[src/hw/sso_pkg.sv]
// shared constants and types of the safe stop one sequencer
package sso_pkg;
    localparam int unsigned CLK_HZ = 40_000_000;
    localparam int unsigned TICK_US = 1000;
    localparam int unsigned TICK_CYCLES = CLK_HZ / 1_000_000 * TICK_US;
    localparam int unsigned DISC_TOL_US = 2000;
    localparam int unsigned DISC_TOL_CYCLES = CLK_HZ / 1_000_000 * DISC_TOL_US;
    localparam logic [7:0] ADDR_CTRL = 8'h00;
    localparam logic [7:0] ADDR_DELAY = 8'h04;
    localparam logic [7:0] ADDR_STILL = 8'h08;
    localparam logic [7:0] ADDR_LIMTOL = 8'h0c;
    localparam logic [7:0] ADDR_STATUS = 8'h10;
    localparam int unsigned CTRL_VAR_LSB = 0;
    localparam int unsigned CTRL_ACK_BIT = 2;
    localparam logic [1:0] VAR_RST = 2'h0;
    localparam logic [15:0] DELAY_RST = 16'h0064;
    localparam logic [15:0] STILL_RST = 16'h000a;
    localparam logic [15:0] LIMTOL_RST = 16'h0020;
    typedef enum logic [1:0] {
        SSO_VAR_BASIC,
        SSO_VAR_BRAKE_RAMP,
        SSO_VAR_ACCEL
    } sso_variant_type;
    typedef enum logic [1:0] {
        SSO_IDLE,
        SSO_RAMP,
        SSO_TORQUE_OFF
    } sso_state_type;
    typedef struct packed {
        logic readyToSwitchOnFlag;
        logic rampMonitorActiveFlag;
        logic extStopActiveFlag;
        logic extTorqueOffActiveFlag;
        logic basicStopActiveFlag;
        logic basicTorqueOffActiveFlag;
    } sso_flags_type;
    typedef struct packed {
        logic limitViolation;
        logic inputError;
        logic brakeFault;
    } sso_faults_type;
endpackage

[src/hw/sso_sequencer.sv]
// safe stop one sequencer with APB register slave
// Summary of operation
// - brake control fault forces torque off, raises both fault messages, closes brake
// - basic variant ramps a running motor down on the quick-stop ramp
// - basic variant enters torque off once the delay time has elapsed
// - basic variant supervises no speed and flags no limit violation
// - extended variants go straight to torque off if motor already off
// - brake-ramp variant checks that load speed keeps falling while ramping
// - brake-ramp variant enters torque off at the standstill threshold
// - acceleration variant supervises deceleration during the quick-stop ramp
// - acceleration variant enters torque off at standstill or delay, whichever first
// - a rising main on command is refused while the stop is active
// - without an active stop, switching on needs no coast or quick stop command; switching off is unrestricted
// - extended variants flag speed beyond the monitoring limit as a violation
// - channel discrepancy on the fail-safe input is latched as input error
// - switch-off during the stop reacts to coast stop only; main off and quick stop leave the ramp running
// - basic variant reports torque-off and stop-active flags for outputs
// - extended variants report their own torque-off and stop-active flags
// - deselect taken from telegram, basic and extended apart, or from the fail-safe input shared by both
//
// Implementation choices: the APB interface to the registers and the address map.
`timescale 1ns/1ps
`default_nettype none
module sso_sequencer #(
    parameter int unsigned TICK_CYCLES = sso_pkg::TICK_CYCLES,
    parameter int unsigned DISC_TOL_CYCLES = sso_pkg::DISC_TOL_CYCLES
) (
    input wire logic clk,
    input wire logic rst_n,
    input wire logic psel,
    input wire logic penable,
    input wire logic pwrite,
    input wire logic [7:0] paddr,
    input wire logic [31:0] pwdata,
    output logic [31:0] prdata,
    output logic pready,
    output logic pslverr,
    input wire logic failsafeInputA,
    input wire logic failsafeInputB,
    input wire logic basicStopDeselect,
    input wire logic extStopDeselect,
    input wire logic mainOnCommand,
    input wire logic coastStopCommand,
    input wire logic quickStopCommand,
    input wire logic [15:0] motorSpeed,
    input wire logic brakeFaultPin,
    output logic motorOn,
    output logic quickStopRamp,
    output logic torqueOff,
    output logic brakeClose,
    output logic brakeFaultMsgA,
    output logic brakeFaultMsgB,
    output sso_pkg::sso_flags_type flags,
    output sso_pkg::sso_faults_type faults
);
    // speed above reference plus tolerance
    function automatic logic overLimit(input logic [15:0] spd, input logic [15:0] ref16,
                                       input logic [15:0] tol);
        overLimit = {1'b0, spd} > ({1'b0, ref16} + {1'b0, tol});
    endfunction

    sso_pkg::sso_variant_type variant;
    logic [15:0] delayMs;
    logic [15:0] stillSpeed;
    logic [15:0] limitTol;
    sso_pkg::sso_variant_type next_variant;
    logic [15:0] next_delayMs;
    logic [15:0] next_stillSpeed;
    logic [15:0] next_limitTol;
    logic [31:0] next_prdata;
    logic next_pslverr;
    logic ackPulse;
    logic setupPhase;
    logic writeTaken;

    sso_pkg::sso_state_type state;
    sso_pkg::sso_state_type next_state;
    sso_pkg::sso_faults_type next_faults;
    sso_pkg::sso_flags_type next_flags;
    logic next_motorOn;
    logic mainOnPrev;
    logic coastOff;
    logic next_coastOff;
    logic ranAtStart;
    logic next_ranAtStart;
    logic [15:0] refSpeed;
    logic [15:0] next_refSpeed;
    logic [2:0] brakeSync;
    logic brakeLevel;
    logic next_brakeLevel;
    logic fdiDeselect;
    logic fdiDiscrepant;
    logic msTick;
    logic delayExpired;
    logic stopRequest;
    logic isBasic;
    logic monitorOn;
    logic violation;
    logic atStill;

    sso_fdi_filter #(.TOL_CYCLES(DISC_TOL_CYCLES)) uFilter (
        .clk(clk),
        .rst_n(rst_n),
        .chanA(failsafeInputA),
        .chanB(failsafeInputB),
        .deselect(fdiDeselect),
        .discrepant(fdiDiscrepant)
    );

    sso_delay_timer #(.TICK_CYCLES(TICK_CYCLES)) uTimer (
        .clk(clk),
        .rst_n(rst_n),
        .run(state == sso_pkg::SSO_RAMP),
        .delayMs(delayMs),
        .tick(msTick),
        .expired(delayExpired)
    );

    // zero wait states: read data is captured in the setup cycle
    assign pready = 1'b1;
    assign setupPhase = psel & ~penable;
    assign writeTaken = psel & penable & pwrite;
    assign ackPulse = writeTaken & (paddr == sso_pkg::ADDR_CTRL) & pwdata[sso_pkg::CTRL_ACK_BIT];

    always_comb begin
        next_variant = variant;
        next_delayMs = delayMs;
        next_stillSpeed = stillSpeed;
        next_limitTol = limitTol;
        next_prdata = prdata;
        next_pslverr = 1'b0;
        if (setupPhase) begin
            next_prdata = 32'h0;
            unique case (paddr)
                sso_pkg::ADDR_CTRL: next_prdata = {30'h0, variant};
                sso_pkg::ADDR_DELAY: next_prdata = {16'h0, delayMs};
                sso_pkg::ADDR_STILL: next_prdata = {16'h0, stillSpeed};
                sso_pkg::ADDR_LIMTOL: next_prdata = {16'h0, limitTol};
                sso_pkg::ADDR_STATUS: next_prdata = {21'h0, state, faults, flags};
                default: next_pslverr = 1'b1;
            endcase
            if (pwrite && paddr == sso_pkg::ADDR_STATUS) begin
                next_pslverr = 1'b1;
            end
        end else begin
            next_pslverr = pslverr;
        end
        if (writeTaken && state == sso_pkg::SSO_IDLE) begin
            unique case (paddr)
                sso_pkg::ADDR_CTRL: begin
                    if (pwdata[1:0] != 2'h3) begin
                        next_variant = sso_pkg::sso_variant_type'(pwdata[1:0]);
                    end
                end
                sso_pkg::ADDR_DELAY: next_delayMs = pwdata[15:0];
                sso_pkg::ADDR_STILL: next_stillSpeed = pwdata[15:0];
                sso_pkg::ADDR_LIMTOL: next_limitTol = pwdata[15:0];
                default: ;
            endcase
        end
    end

    always_ff @(posedge clk or negedge rst_n) begin
        if (!rst_n) begin
            variant <= sso_pkg::sso_variant_type'(sso_pkg::VAR_RST);
            delayMs <= sso_pkg::DELAY_RST;
            stillSpeed <= sso_pkg::STILL_RST;
            limitTol <= sso_pkg::LIMTOL_RST;
            prdata <= 32'h0;
            pslverr <= 1'b0;
        end else begin
            variant <= next_variant;
            delayMs <= next_delayMs;
            stillSpeed <= next_stillSpeed;
            limitTol <= next_limitTol;
            prdata <= next_prdata;
            pslverr <= next_pslverr;
        end
    end

    assign isBasic = (variant == sso_pkg::SSO_VAR_BASIC);
    assign stopRequest = isBasic ? (~basicStopDeselect | ~fdiDeselect | faults.inputError)
                                 : (~extStopDeselect | ~fdiDeselect | faults.inputError);
    // monitoring only for extended variants on a running motor
    assign monitorOn = (state == sso_pkg::SSO_RAMP) & ~isBasic & ranAtStart;
    assign atStill = motorSpeed <= stillSpeed;

    always_comb begin
        next_brakeLevel = (brakeSync[1] == brakeSync[2]) ? brakeSync[2] : brakeLevel;
        next_refSpeed = refSpeed;
        violation = 1'b0;
        if (state == sso_pkg::SSO_IDLE) begin
            next_refSpeed = motorSpeed;
        end else if (monitorOn) begin
            if (variant == sso_pkg::SSO_VAR_BRAKE_RAMP) begin
                // speed must not rise between ticks
                if (msTick) begin
                    violation = overLimit(motorSpeed, refSpeed, limitTol);
                    next_refSpeed = motorSpeed;
                end
            end else begin
                // lowest speed seen is the reference
                violation = overLimit(motorSpeed, refSpeed, limitTol);
                if (motorSpeed < refSpeed) begin
                    next_refSpeed = motorSpeed;
                end
            end
        end
        // sticky: a new event wins over acknowledge
        next_faults = faults;
        if (ackPulse) begin
            next_faults = '0;
        end
        if (brakeLevel) begin
            next_faults.brakeFault = 1'b1;
        end
        if (fdiDiscrepant) begin
            next_faults.inputError = 1'b1;
        end
        if (violation) begin
            next_faults.limitViolation = 1'b1;
        end
    end

    always_comb begin
        next_state = state;
        next_coastOff = coastOff;
        next_ranAtStart = ranAtStart;
        next_motorOn = motorOn;
        unique case (state)
            sso_pkg::SSO_IDLE: begin
                next_coastOff = 1'b0;
                // switch-on only while no stop runs
                if (mainOnCommand && !mainOnPrev && !coastStopCommand && !quickStopCommand) begin
                    next_motorOn = 1'b1;
                end
                if (!mainOnCommand || coastStopCommand || quickStopCommand) begin
                    next_motorOn = 1'b0;
                end
                if (faults.brakeFault || brakeLevel) begin
                    next_state = sso_pkg::SSO_TORQUE_OFF;
                end else if (stopRequest) begin
                    next_ranAtStart = motorOn;
                    next_state = (!isBasic && !motorOn) ? sso_pkg::SSO_TORQUE_OFF
                                                        : sso_pkg::SSO_RAMP;
                end
            end
            sso_pkg::SSO_RAMP: begin
                // main off and quick stop leave the ramp running
                if (coastStopCommand) begin
                    next_motorOn = 1'b0;
                    next_coastOff = 1'b1;
                end
                if (brakeLevel || violation) begin
                    next_state = sso_pkg::SSO_TORQUE_OFF;
                end else if (!stopRequest) begin
                    next_state = sso_pkg::SSO_IDLE;
                end else if (isBasic) begin
                    if (delayExpired) begin
                        next_state = sso_pkg::SSO_TORQUE_OFF;
                    end
                end else if (coastStopCommand) begin
                    next_state = sso_pkg::SSO_TORQUE_OFF;
                end else if (variant == sso_pkg::SSO_VAR_BRAKE_RAMP) begin
                    if (atStill) begin
                        next_state = sso_pkg::SSO_TORQUE_OFF;
                    end
                end else if (atStill || delayExpired) begin
                    next_state = sso_pkg::SSO_TORQUE_OFF;
                end
            end
            sso_pkg::SSO_TORQUE_OFF: begin
                next_motorOn = 1'b0;
                next_coastOff = 1'b0;
                if (!stopRequest && !faults.brakeFault && !brakeLevel) begin
                    next_state = sso_pkg::SSO_IDLE;
                end
            end
            default: next_state = sso_pkg::SSO_TORQUE_OFF;
        endcase
        next_flags.basicTorqueOffActiveFlag = isBasic & (next_state == sso_pkg::SSO_TORQUE_OFF);
        next_flags.basicStopActiveFlag = isBasic & (next_state != sso_pkg::SSO_IDLE);
        next_flags.extTorqueOffActiveFlag = ~isBasic & (next_state == sso_pkg::SSO_TORQUE_OFF);
        next_flags.extStopActiveFlag = ~isBasic & (next_state != sso_pkg::SSO_IDLE);
        next_flags.rampMonitorActiveFlag = ~isBasic & next_ranAtStart
                                           & (next_state == sso_pkg::SSO_RAMP);
        next_flags.readyToSwitchOnFlag = (next_state == sso_pkg::SSO_IDLE) & ~next_motorOn
                                         & ~next_faults.brakeFault & ~stopRequest;
    end

    always_ff @(posedge clk or negedge rst_n) begin
        if (!rst_n) begin
            state <= sso_pkg::SSO_IDLE;
            faults <= '0;
            flags <= '0;
            motorOn <= 1'b0;
            mainOnPrev <= 1'b1;
            coastOff <= 1'b0;
            ranAtStart <= 1'b0;
            refSpeed <= 16'h0;
            brakeSync <= 3'h0;
            brakeLevel <= 1'b0;
            quickStopRamp <= 1'b0;
            torqueOff <= 1'b0;
            brakeClose <= 1'b1;
            brakeFaultMsgA <= 1'b0;
            brakeFaultMsgB <= 1'b0;
        end else begin
            state <= next_state;
            faults <= next_faults;
            flags <= next_flags;
            motorOn <= next_motorOn & (next_state != sso_pkg::SSO_TORQUE_OFF);
            mainOnPrev <= mainOnCommand;
            coastOff <= next_coastOff;
            ranAtStart <= next_ranAtStart;
            refSpeed <= next_refSpeed;
            brakeSync <= {brakeSync[1:0], brakeFaultPin};
            brakeLevel <= next_brakeLevel;
            // quick-stop ramp on a running motor
            quickStopRamp <= (next_state == sso_pkg::SSO_RAMP) & next_motorOn;
            // coast in basic variant removes torque before delay ends
            torqueOff <= (next_state == sso_pkg::SSO_TORQUE_OFF) | next_coastOff;
            // brake closes on fault, torque off, standstill in ramp or motor off
            brakeClose <= (next_state == sso_pkg::SSO_TORQUE_OFF) | next_faults.brakeFault
                          | ((next_state == sso_pkg::SSO_RAMP) & atStill) | ~next_motorOn;
            brakeFaultMsgA <= next_faults.brakeFault;
            brakeFaultMsgB <= next_faults.brakeFault;
        end
    end
endmodule
`default_nettype wire

[src/hw/sso_fdi_filter.sv]
// two-channel fail-safe input: synchronisers and discrepancy timer
`timescale 1ns/1ps
`default_nettype none
module sso_fdi_filter #(
    parameter int unsigned TOL_CYCLES = sso_pkg::DISC_TOL_CYCLES
) (
    input wire logic clk,
    input wire logic rst_n,
    input wire logic chanA,
    input wire logic chanB,
    output logic deselect,
    output logic discrepant
);
    logic [2:0] syncA;
    logic [2:0] syncB;
    logic agreedA;
    logic agreedB;
    logic [31:0] discCount;
    logic next_agreedA;
    logic next_agreedB;
    logic [31:0] next_discCount;
    logic next_discrepant;
    logic next_deselect;

    always_comb begin
        // a level counts only once the last two stages agree
        next_agreedA = (syncA[1] == syncA[2]) ? syncA[2] : agreedA;
        next_agreedB = (syncB[1] == syncB[2]) ? syncB[2] : agreedB;
        next_discCount = 32'h0;
        next_discrepant = 1'b0;
        if (next_agreedA != next_agreedB) begin
            next_discCount = discCount;
            if (discCount >= TOL_CYCLES) begin
                next_discrepant = 1'b1;
            end else begin
                next_discCount = discCount + 32'h1;
            end
        end
        // deselect only when both channels say so; a lone channel selects
        next_deselect = next_agreedA & next_agreedB;
    end

    always_ff @(posedge clk or negedge rst_n) begin
        if (!rst_n) begin
            syncA <= 3'h0;
            syncB <= 3'h0;
            agreedA <= 1'b0;
            agreedB <= 1'b0;
            discCount <= 32'h0;
            discrepant <= 1'b0;
            deselect <= 1'b0;
        end else begin
            syncA <= {syncA[1:0], chanA};
            syncB <= {syncB[1:0], chanB};
            agreedA <= next_agreedA;
            agreedB <= next_agreedB;
            discCount <= next_discCount;
            discrepant <= next_discrepant;
            deselect <= next_deselect;
        end
    end
endmodule
`default_nettype wire

[src/hw/sso_delay_timer.sv]
// millisecond tick divider and stop delay counter
`timescale 1ns/1ps
`default_nettype none
module sso_delay_timer #(
    parameter int unsigned TICK_CYCLES = sso_pkg::TICK_CYCLES
) (
    input wire logic clk,
    input wire logic rst_n,
    input wire logic run,
    input wire logic [15:0] delayMs,
    output logic tick,
    output logic expired
);
    logic [31:0] divCount;
    logic [15:0] msCount;
    logic [31:0] next_divCount;
    logic [15:0] next_msCount;
    logic next_tick;
    logic next_expired;

    always_comb begin
        next_tick = (divCount == TICK_CYCLES - 1);
        next_divCount = next_tick ? 32'h0 : divCount + 32'h1;
        next_msCount = msCount;
        next_expired = expired;
        if (!run) begin
            next_msCount = 16'h0;
            next_expired = 1'b0;
        end else if (msCount >= delayMs) begin
            next_expired = 1'b1;
        end else if (tick) begin
            next_msCount = msCount + 16'h1;
        end
    end

    always_ff @(posedge clk or negedge rst_n) begin
        if (!rst_n) begin
            divCount <= 32'h0;
            msCount <= 16'h0;
            tick <= 1'b0;
            expired <= 1'b0;
        end else begin
            divCount <= next_divCount;
            msCount <= next_msCount;
            tick <= next_tick;
            expired <= next_expired;
        end
    end
endmodule
`default_nettype wire

[config.mk]
export PLATFORM = sky130hd
export DESIGN_NAME = sso_sequencer
export DESIGN_NICKNAME = d
export VERILOG_FILES = /design/src/hw/sso_pkg.sv /design/src/hw/sso_sequencer.sv /design/src/hw/sso_fdi_filter.sv /design/src/hw/sso_delay_timer.sv
export SDC_FILE = /design/constraint.sdc
export NUM_CORES = 1
export LEC_CHECK = 0
export BUFFER_PORTS_ARGS = -buffer_cell sky130_fd_sc_hd__buf_2
export CAP_MARGIN = 20
export CORE_ASPECT_RATIO = 1.1
export CORE_MARGIN = 2
export CORE_UTILIZATION = 61
export CTS_BUF_LIST = sky130_fd_sc_hd__clkbuf_2 sky130_fd_sc_hd__clkbuf_4 sky130_fd_sc_hd__clkbuf_8
export DETAILED_ROUTE_END_ITERATION = 6
export PLACE_DENSITY = 0.82
export SYNTH_ARGS = -nofsm -noshare
export SYNTH_HDL_FRONTEND = slang
export SYNTH_SLANG_ARGS = --single-unit
[constraint.sdc]
create_clock -name clk -period 5.83 [get_ports clk]
set_clock_uncertainty 0.2 [all_clocks]
set_input_delay 1.166 -clock clk [delete_from_list [all_inputs] [get_ports clk]]
set_output_delay 1.166 -clock clk [all_outputs]
set_load 0.005 [all_outputs]
==> flow_metrics.tcl, run 1 <==
set metrics [dict create \
    status "completed" \
    path_max_fanout 5 \
    pwr-share-comb_pct 10.5 \
    n_fill_cell 1344 \
    drive_above_1_share_pct 18.6 \
    synth-edff-count 0 \
    dieArea_sq_um 19300 \
    cts_sinks 197 \
    final_util_pct 67.4 \
    core_sq_um 17800 \
    clkLatencyLatePin_ns 0.46 \
    critPathRequiredTime_ns 5.95 \
    holdCritPathClass "reg -> reg" \
    drcViolationCount 0 \
    post-cts-setup-buffer-count 0 \
    drt_iter0_drc 663 \
    via_per_inst 5.92 \
    seq_area_sq_um 4940 \
    grt_max_degree 112 \
    swShare_pct 25.2 \
    synth_cell_types 90 \
    ctsHoldBuffers 0 \
    clkTransAtPathRegs_ns 0.09 \
    ir_worst_vdd_mv 0.145 \
    final_net_count 1289 \
    cp_slowest_cell "a2111oi_0" \
    setup-violations-final 0 \
    routed-via-count 8217 \
    syn_area_per_cell_sq_um 10.4 \
    clkPwrFrac_pct 34.5 \
    synth.cell_area_sq_um 11100 \
    cts_tree "yes" \
    power-per-cell-area_nw_per_um2 214 \
    start_kind "flop" \
    hpwl_um 18100 \
    cp_num_buf_inv 0 \
    period_share_pct 83.4 \
    die_x_um 133 \
    slowest_delay_ns 0.55 \
    drv_cap 0 \
    synth_most_common_cell "dfrtp_1" \
    wl_per_cell_um 17.5 \
    static-leakage-power_nw 5.97 \
    p_int_mw 1.93 \
    switchingPower_mw 0.647 \
    gp_congestion 0.896 \
    rrSetupSlack_ns 0.97 \
    path_common_cell "o21ai_0" \
    synth_seq_cells 197 \
    max_freq_mhz 206 \
    critPathTopFamily "compound AO/OA/AOI/OAI gates" \
    grt_pass1_wl_um 38900 \
    grt_pass1_vias 7778 \
    core.rowCount 51 \
    cp_cell_sequence "ha_1 -> fa_1 -> a211oi_1 -> o21ai_0 -> a211oi_1 -> o21ai_0 -> xnor2_1 -> ha_1 -> a21oi_1 -> nor2b_1 -> a2111oi_0 -> o2111a_1 -> o31ai_1 -> a31oi_1 -> o21ai_0" \
    grt-ovfl-total 0 \
    synth-main-ff-cell "dfrtp_1" \
    maxSlewHeadroom_pct 30.7 \
    antenna_found_initial 2 \
    htree_levels 4 \
    fin_crit_ns 4.86 \
    synth_seq_area_share_pct 44.4 \
    hold_viol 0 \
    drtAntennaViolNets 0 \
    worst_pin_slew_ns 1.04 \
    cts_inserted_buffers 17 \
    synth_top_area_share_pct 42.5 \
    synth_cells 1067 \
    cts-root-buf "clkbuf_8" \
    portBuffers 84 \
    maxSlewViolCount 0 \
    io_pins 118 \
    drt-pass1-iter-count 7 \
    rsz0062_at_grt "no" \
    path_class "reg -> reg" \
    endpoint_kind "flop" \
    syn2layout_area_growth_pct 7.94 \
    synth_top_area_cell "dfrtp_1" \
    cp.arrival_ns 4.98 \
    ys_top_cells_by_count "dfrtp_1, nand2_1, ha_1" \
    wirelength_um 24200 \
    yosys_warnings 0 \
    ctsResizeCount 0 \
    multi_input_area_sq_um 5670 \
    fin_setup_tns_ns 0 \
    async_reset_ff_share_pct 100 \
    grtUsageTotal_pct 25.4 \
    seqPwrFrac_pct 54.9 \
    ys_top_cells_by_area "dfrtp_1, ha_1, mux2_2, xnor2_1, nand2_1" \
    initial_core_util_pct 62.5 \
    cts_buffer_depth 2 \
    die_h_um 146 \
]
-- metrics by stage --
step                      power, mW  hold WS, ns  setup slack, ns  area, sq um  cells
after floorplan                1.61        0.131             1.78        11200   1082
after global placement         1.70        0.134             1.12        11600   1354
after detailed placement       1.71        0.135             1.11        11600   1354
after CTS                      2.59        0.157             1.06        12000   1386
after global routing           2.68        0.181            0.672        12000   1386
final                          2.57        0.156            0.970        12000   1388
-- worst paths after layout --
path / start / to / cells after the start
max: limitTol[0]$_DFFE_PN0P_ / torqueOff$_DFF_PN0_ / 15
min: uFilter.syncB[0]$_DFF_PN0_ / uFilter.syncB[1]$_DFF_PN0_ / 0
max reg2reg: limitTol[0]$_DFFE_PN0P_ / torqueOff$_DFF_PN0_ / 15
min reg2reg: uFilter.syncB[0]$_DFF_PN0_ / uFilter.syncB[1]$_DFF_PN0_ / 0
max in group asynchronous: rst_n / limitTol[5]$_DFFE_PN1P_ / 2
min in group asynchronous: rst_n / refSpeed[3]$_DFFE_PN0P_ / 1
-- final cells by class --
type	count	area share, %
multi-input combinational	769	47.3
sequential	197	41.2
timing repair buffer	86	3.70
clock buffer	27	2.84
tap	238	2.48
inverter	64	2.00
clock inverter	5	0.532
antenna	2	0.0417
-- power groups by stage --
stage	logic [mW]	clock network (mW)	registers, mW
after floorplan	0.180	0	1.43
after global placement	0.260	0	1.44
after detailed placement	0.269	0	1.44
after CTS	0.271	0.904	1.41
after global routing	0.308	0.951	1.42
final	0.271	0.889	1.41
-- routing by layer --
metal  track usage, %  part of all wire [%]  vias up
met5                0                 0.021        -
met4             11.5                   4.0        2
met3             5.22                   7.0       60
met2             40.5                    46      296
met1             33.6                    43     3950
li1                 -                     -     3909
-- logic make-up after synthesis --
logic type	Yosys count	synth area share, %
AND/OR/NAND/NOR	355	17.6
flip-flops	197	44.4
AO/OA/AOI/OAI	193	12.3
buffers and inverters	116	5.07
adder cells (fa/ha/maj)	88	9.90
XOR/XNOR	62	4.88
multiplexers	54	5.77
other	2	0.0675
-- placed cells by master, fill, tap and decap left out, types with 5 or more instances in the layout --
cell type,instances
a22oi_1,5
a21oi_1,42
and2_1,34
nor3_1,13
xor2_1,19
a31oi_1,6
conb_1,17
a2111oi_0,5
a22o_1,11
inv_1,63
o21ai_0,42
a222oi_1,11
nand2_1,86
mux2_4,10
nor2_1,64
nor4_1,13
buf_2,83
nand4_1,28
or3_1,7
dfrtp_1,189
clkbuf_8,23
ha_1,84
nor2b_1,11
nand3_1,33
o31ai_1,7
nand2b_1,8
dfstp_2,8
and3_1,13
clkbuf_4,5
mux2_1,7
a21o_1,19
mux2_2,34
xnor2_1,43
-- registers in the layout, summed over array words and instances (netlist names), 3 cells and up --
signal / cells
uFilter.discCount: 32
flags: 6
uFilter.syncA: 3
uTimer.divCount: 32
uFilter.syncB: 3
prdata: 16
delayMs: 16
uTimer.msCount: 16
refSpeed: 16
faults: 3
stillSpeed: 16
limitTol: 16
brakeSync: 3
Note: power is estimated with default switching activity, not from simulation.
==> inputs of run 2 (changes only) <==
Settings changed: ABC_AREA set to 1, CORE_UTILIZATION 61 to 62, PLACE_DENSITY 0.82 to 0.83.
Clock period 5.83 ns to 4.5 ns, I/O delays scaled along.
==> flow_metrics.tcl, run 2 <==
set metrics [dict create \
    grtUsageMet3_pct 4.11 \
    cts_tree "yes" \
    ys_top_cells_by_count "nand2_1, inv_1, dfrtp_1" \
    min_path_cells 0 \
    met1_usage_pct 38.4 \
    synth_most_common_cell "nand2_1" \
    ctsResizeCount 0 \
    core_sq_um 17800 \
    path_common_cell "nand2_1" \
    power-per-cell-area_nw_per_um2 327 \
    initial_core_util_pct 63.6 \
    largestRegisters "uFilter.discCount: 32 flops, uTimer.divCount: 32 flops" \
    synth-edff-count 0 \
    status "completed" \
    drv_cap 0 \
    ys_top_cells_by_area "dfrtp_1, nand2_1, ha_1, inv_1, o21ai_0" \
    clkTransAtPathRegs_ns 0.11 \
    core.rowCount 51 \
    path_class "reg -> reg" \
    antenna_found_initial 0 \
    cp_cell_sequence "ha_1 -> a21oi_1 -> nand2_1 -> a21oi_1 -> o21ai_1 -> a21boi_0 -> o21ai_1 -> xnor2_1 -> ha_1 -> nand2_1 -> inv_1 -> nand2_1 -> nor2_1 -> a21oi_1 -> nand3_1 -> nand2_1 -> nand2_1 -> nand2_1 -> nand2_1 -> nand2_1 -> nand3_1 -> nand2_1 -> nand2_2 -> or2_1" \
    die_h_um 146 \
    wirelength_um 27100 \
    final_net_count 1623 \
    final_common_cell "nand2_1" \
    grt_max_degree 83 \
    post-cts-setup-buffer-count 0 \
    critPathRequiredTime_ns 4.67 \
    ctsHoldBuffers 0 \
    fin_total_pwr_mw 4.04 \
    synth_seq_cells 197 \
    maxSlewHeadroom_pct 34.8 \
    final_util_pct 69.3 \
    grtUsageTotal_pct 29.2 \
    cts_sinks 197 \
    htree_levels 4 \
    fin_crit_ns 4.01 \
    syn2layout_area_growth_pct 8.96 \
    io_pins 118 \
    synth_seq_area_share_pct 43.6 \
    layout_common_cells "nand2_1, inv_1, dfrtp_1" \
    slowest_delay_ns 0.44 \
    period_share_pct 89.0 \
    start_kind "flop" \
    portBuffers 84 \
    drt_iter0_drc 771 \
    wl_per_cell_um 15.8 \
    async_reset_ff_share_pct 100 \
    hold_slack_ns 0.156 \
    rsz0062_at_grt "no" \
    synth_cells 1390 \
    drt-pass1-iter-count 5 \
    grt-ovfl-total 0 \
    cts-root-buf "clkbuf_8" \
    cp_slowest_cell "dfrtp_1" \
    path_max_fanout 7 \
    hpwl_um 20500 \
    grt_busiest_layer "met2" \
    maxSlewViolCount 0 \
    cts_inserted_buffers 17 \
    synth_top_area_share_pct 41.8 \
    via_per_inst 5.69 \
    synth-main-ff-cell "dfrtp_1" \
    gp_congestion 0.950 \
    drive_above_1_share_pct 10.8 \
    synth_top_area_cell "dfrtp_1" \
    synth.cell_area_sq_um 11300 \
    ir_worst_vdd_mv 0.223 \
    die_x_um 133 \
    grtUsageMet2_pct 47.0 \
    drcViolationCount 0 \
    holdCritPathClass "reg -> reg" \
    setup-violations-final 0 \
    endpoint_kind "flop" \
    fin_setup_tns_ns 0 \
    hold_viol 0 \
    synth_cell_types 54 \
    drtAntennaViolNets 0 \
    max_freq_mhz 250 \
    grt_pass1_wl_um 45300 \
    grt_pass1_vias 9376 \
    yosys_warnings 0 \
    static-leakage-power_nw 6.26 \
    n_antenna_cell 0 \
    clkLatencyLatePin_ns 0.47 \
    syn_area_per_cell_sq_um 8.15 \
    cts_buffer_depth 2 \
    routed-via-count 9781 \
    rr_worst_depth 24 \
    dieArea_sq_um 19400 \
    worst_pin_slew_ns 0.975 \
    cp.arrival_ns 4.17 \
]
-- run 2: logic make-up after synthesis --
logic type / count (synthesis) / share of synthesized area (%)
and+or+nand+nor: 562 / 22.4
DFF: 197 / 43.6
xor gates and xnor gates: 38 / 2.94
buffers and inverters: 263 / 9.43
AOI/OAI and AO/OA: 240 / 11.8
other: 2 / 0.0663
adders and majority gates: 88 / 9.72
-- run 2: path summary, 6_finish.rpt --
path | from | end | slack (ns)
setup / recovery | limitTol[4]$_DFFE_PN0P_ | torqueOff$_DFF_PN0_ | 0.49
hold reg to reg | uFilter.syncA[0]$_DFF_PN0_ | uFilter.syncA[1]$_DFF_PN0_ | 0.16
max in group asynchronous | rst_n | uTimer.divCount[17]$_DFF_PN0_ | 2.91
setup reg to reg | limitTol[4]$_DFFE_PN0P_ | torqueOff$_DFF_PN0_ | 0.49
hold / removal | uFilter.syncA[0]$_DFF_PN0_ | uFilter.syncA[1]$_DFF_PN0_ | 0.16
min in group asynchronous | rst_n | refSpeed[5]$_DFFE_PN0P_ | 0.24
-- run 2: layout make-up --
class,instances,area (sq um)
fill,1423,5460
inverter,216,811
sequential,197,4940
timing repair buffer,92,502
tap,238,298
clock inverter,13,155
clock buffer,19,262
multi-input combinational,945,5370
-- run 2: stage by stage --
| step | area [sq um] | worst slack [ns] | cells |
|---|---|---|---|
| floorplan | 11400 | 1.11 | 1405 |
| global placement | 11900 | 0.665 | 1688 |
| detailed placement | 11900 | 0.570 | 1688 |
| CTS | 12300 | 0.555 | 1720 |
| global route | 12300 | 0.210 | 1720 |
| finish | 12300 | 0.494 | 1720 |
-- run 2: metal layers --
layer / part of all wire (%) / vias to the layer above / wire, um
met1: 42 / 4599 / 11500
li1: - / 4721 / -
met5: 0 / - / 0
met4: 5.0 / 0 / 1350
met3: 5.7 / 81 / 1540
met2: 47 / 380 / 12800
-- run 2: power breakdown --
group | switching [mW] | internal (mW) | total [mW]
Sequential | 0.0879 | 1.86 | 1.95
Clock | 0.679 | 0.498 | 1.18
Combinational | 0.571 | 0.340 | 0.911
-- run 2: worst max-delay path: cells and delay by family (launching register included) --
family / cells / cell delay [ns]
DFF: 1 / 0.44
adders and majority gates: 2 / 0.69
buffers and inverters: 1 / 0.03
and+or+nand+nor: 14 / 1.27
AOI/OAI and AO/OA: 6 / 1.12
xor gates and xnor gates: 1 / 0.14
==> inputs of run 3 (changes only) <==
Settings changed: ABC_AREA 1 to unset, CAP_MARGIN 20 to 40, CORE_UTILIZATION 62 to 61, PLACE_DENSITY 0.83 to 0.82.
==> flow_metrics.tcl, run 3 (synthesis gave the netlist of run 1 again) <==
set metrics [dict create \
    final_common_cell "dfrtp_1" \
    via_per_inst 6.03 \
    wirelength_um 25000 \
    slowest_delay_ns 0.44 \
    path_max_fanout 4 \
    setup-violations-final 0 \
    syn2layout_area_growth_pct 9.96 \
    static-leakage-power_nw 6.07 \
    maxSlewHeadroom_pct 37.4 \
    fin_setup_tns_ns 0 \
    grt_max_degree 109 \
    cp_slowest_cell "fa_1" \
    core_sq_um 17800 \
    dieArea_sq_um 19300 \
    core.rowCount 51 \
    drtAntennaViolNets 0 \
    drive_above_1_share_pct 20.2 \
    grt_pass1_vias 7983 \
    cp_num_buf_inv 1 \
    routed-via-count 8429 \
    worst_pin_slew_ns 0.939 \
    antenna_found_initial 1 \
    cp_cell_sequence "ha_1 -> fa_1 -> a211oi_2 -> o21ai_2 -> a21o_1 -> or2_2 -> nand2_1 -> xor2_1 -> ha_1 -> nand4_1 -> nor4_2 -> nor4_2 -> o32ai_2 -> o31ai_1 -> a31oi_1 -> buf_4 -> nor3_1" \
    cts_inserted_buffers 17 \
    hpwl_um 18500 \
    layout_common_cells "dfrtp_1, nand2_1, ha_1" \
    final_net_count 1300 \
    grtUsageTotal_pct 26.4 \
    period_share_pct 95.9 \
    portBuffers 84 \
    critPathTopFamily "compound AO/OA/AOI/OAI gates" \
    hold_viol 0 \
    cts_sinks 197 \
    power-per-cell-area_nw_per_um2 285 \
    maxSlewViolCount 0 \
    die_h_um 146 \
    grt_pass1_wl_um 40400 \
    path_class "reg -> reg" \
    endpoint_kind "flop" \
    final_util_pct 68.7 \
    critPathRequiredTime_ns 4.69 \
    status "completed" \
    start_kind "flop" \
    clkTransAtPathRegs_ns 0.11 \
    cp.arrival_ns 4.51 \
    initial_core_util_pct 62.5 \
    cts_tree "yes" \
    max_freq_mhz 232 \
    drt_iter0_drc 639 \
    wl_per_cell_um 17.9 \
    clkLatencyLatePin_ns 0.48 \
    hold_slack_ns 0.153 \
    htree_levels 4 \
    drcViolationCount 0 \
    holdCritPathClass "reg -> reg" \
    drt-pass1-iter-count 7 \
    gp_congestion 0.915 \
    fin_total_pwr_mw 3.48 \
    fin_crit_ns 4.32 \
    cts_buffer_depth 2 \
    grt-ovfl-total 0 \
    cts-root-buf "clkbuf_8" \
    io_pins 118 \
    die_x_um 133 \
    drv_cap 0 \
    ctsHoldBuffers 0 \
    largestRegisters "uFilter.discCount: 32 flops, uTimer.divCount: 32 flops" \
    ir_worst_vdd_mv 0.215 \
]
==> run 3: per-layer routing <==
metal	GRT usage (%)	part of all wire [%]	vias up
li1	-	-	3929
met1	34.9	42	4106
met2	41.5	47	318
met3	5.19	6.6	76
met4	13.8	4.6	0
met5	0	0	-
==> run 3: area by class of cell <==
type	instances	area, sq um
clock inverter	13	196
inverter	64	240
multi-input combinational	769	5740
clock buffer	19	249
fill	1320	5580
sequential	197	4940
timing repair buffer	97	559
tap	238	298
antenna	2	5.00
==> run 3: power breakdown <==
group | internal (mW) | total [mW] | switching (mW)
combinational | 0.150 | 0.366 | 0.216
sequential | 1.80 | 1.83 | 0.0271
clock | 0.628 | 1.28 | 0.655
total | 2.58 | 3.48 | 0.898
==> run 3: path summary, 6_finish.rpt <==
| path | startpoint | to | slack, ns | depth (start not counted) |
|---|---|---|---|---|
| max | limitTol[0]$_DFFE_PN0P_ | flags[0]$_DFF_PN0_ | 0.18 | 17 |
| max reg2reg | limitTol[0]$_DFFE_PN0P_ | flags[0]$_DFF_PN0_ | 0.18 | 17 |
| min in group asynchronous | rst_n | refSpeed[1]$_DFFE_PN0P_ | 0.23 | 2 |
| min | uFilter.syncA[0]$_DFF_PN0_ | uFilter.syncA[1]$_DFF_PN0_ | 0.15 | 0 |
| min reg2reg | uFilter.syncA[0]$_DFF_PN0_ | uFilter.syncA[1]$_DFF_PN0_ | 0.15 | 0 |
| max in group asynchronous | rst_n | mainOnPrev$_DFF_PN1_ | 3.09 | 3 |
==> run 3: what timing repair did <==
item	CTS	global route
endpoints found under the setup margin	11	12
resized for setup	3	13
pin swaps	0	5
setup buffers	0	4
hold endpoints to repair	0	0
==> run 3: per-stage QoR <==
stage | std cells | area, sq um | worst slack, ns
after global placement | 1360 | 11700 | -0.0233
final | 1399 | 12200 | 0.183
after global routing | 1397 | 12200 | -0.0293
after CTS | 1393 | 12100 | 0.0158
after detailed placement | 1361 | 11700 | -0.182
after floorplan | 1082 | 11200 | 0.453
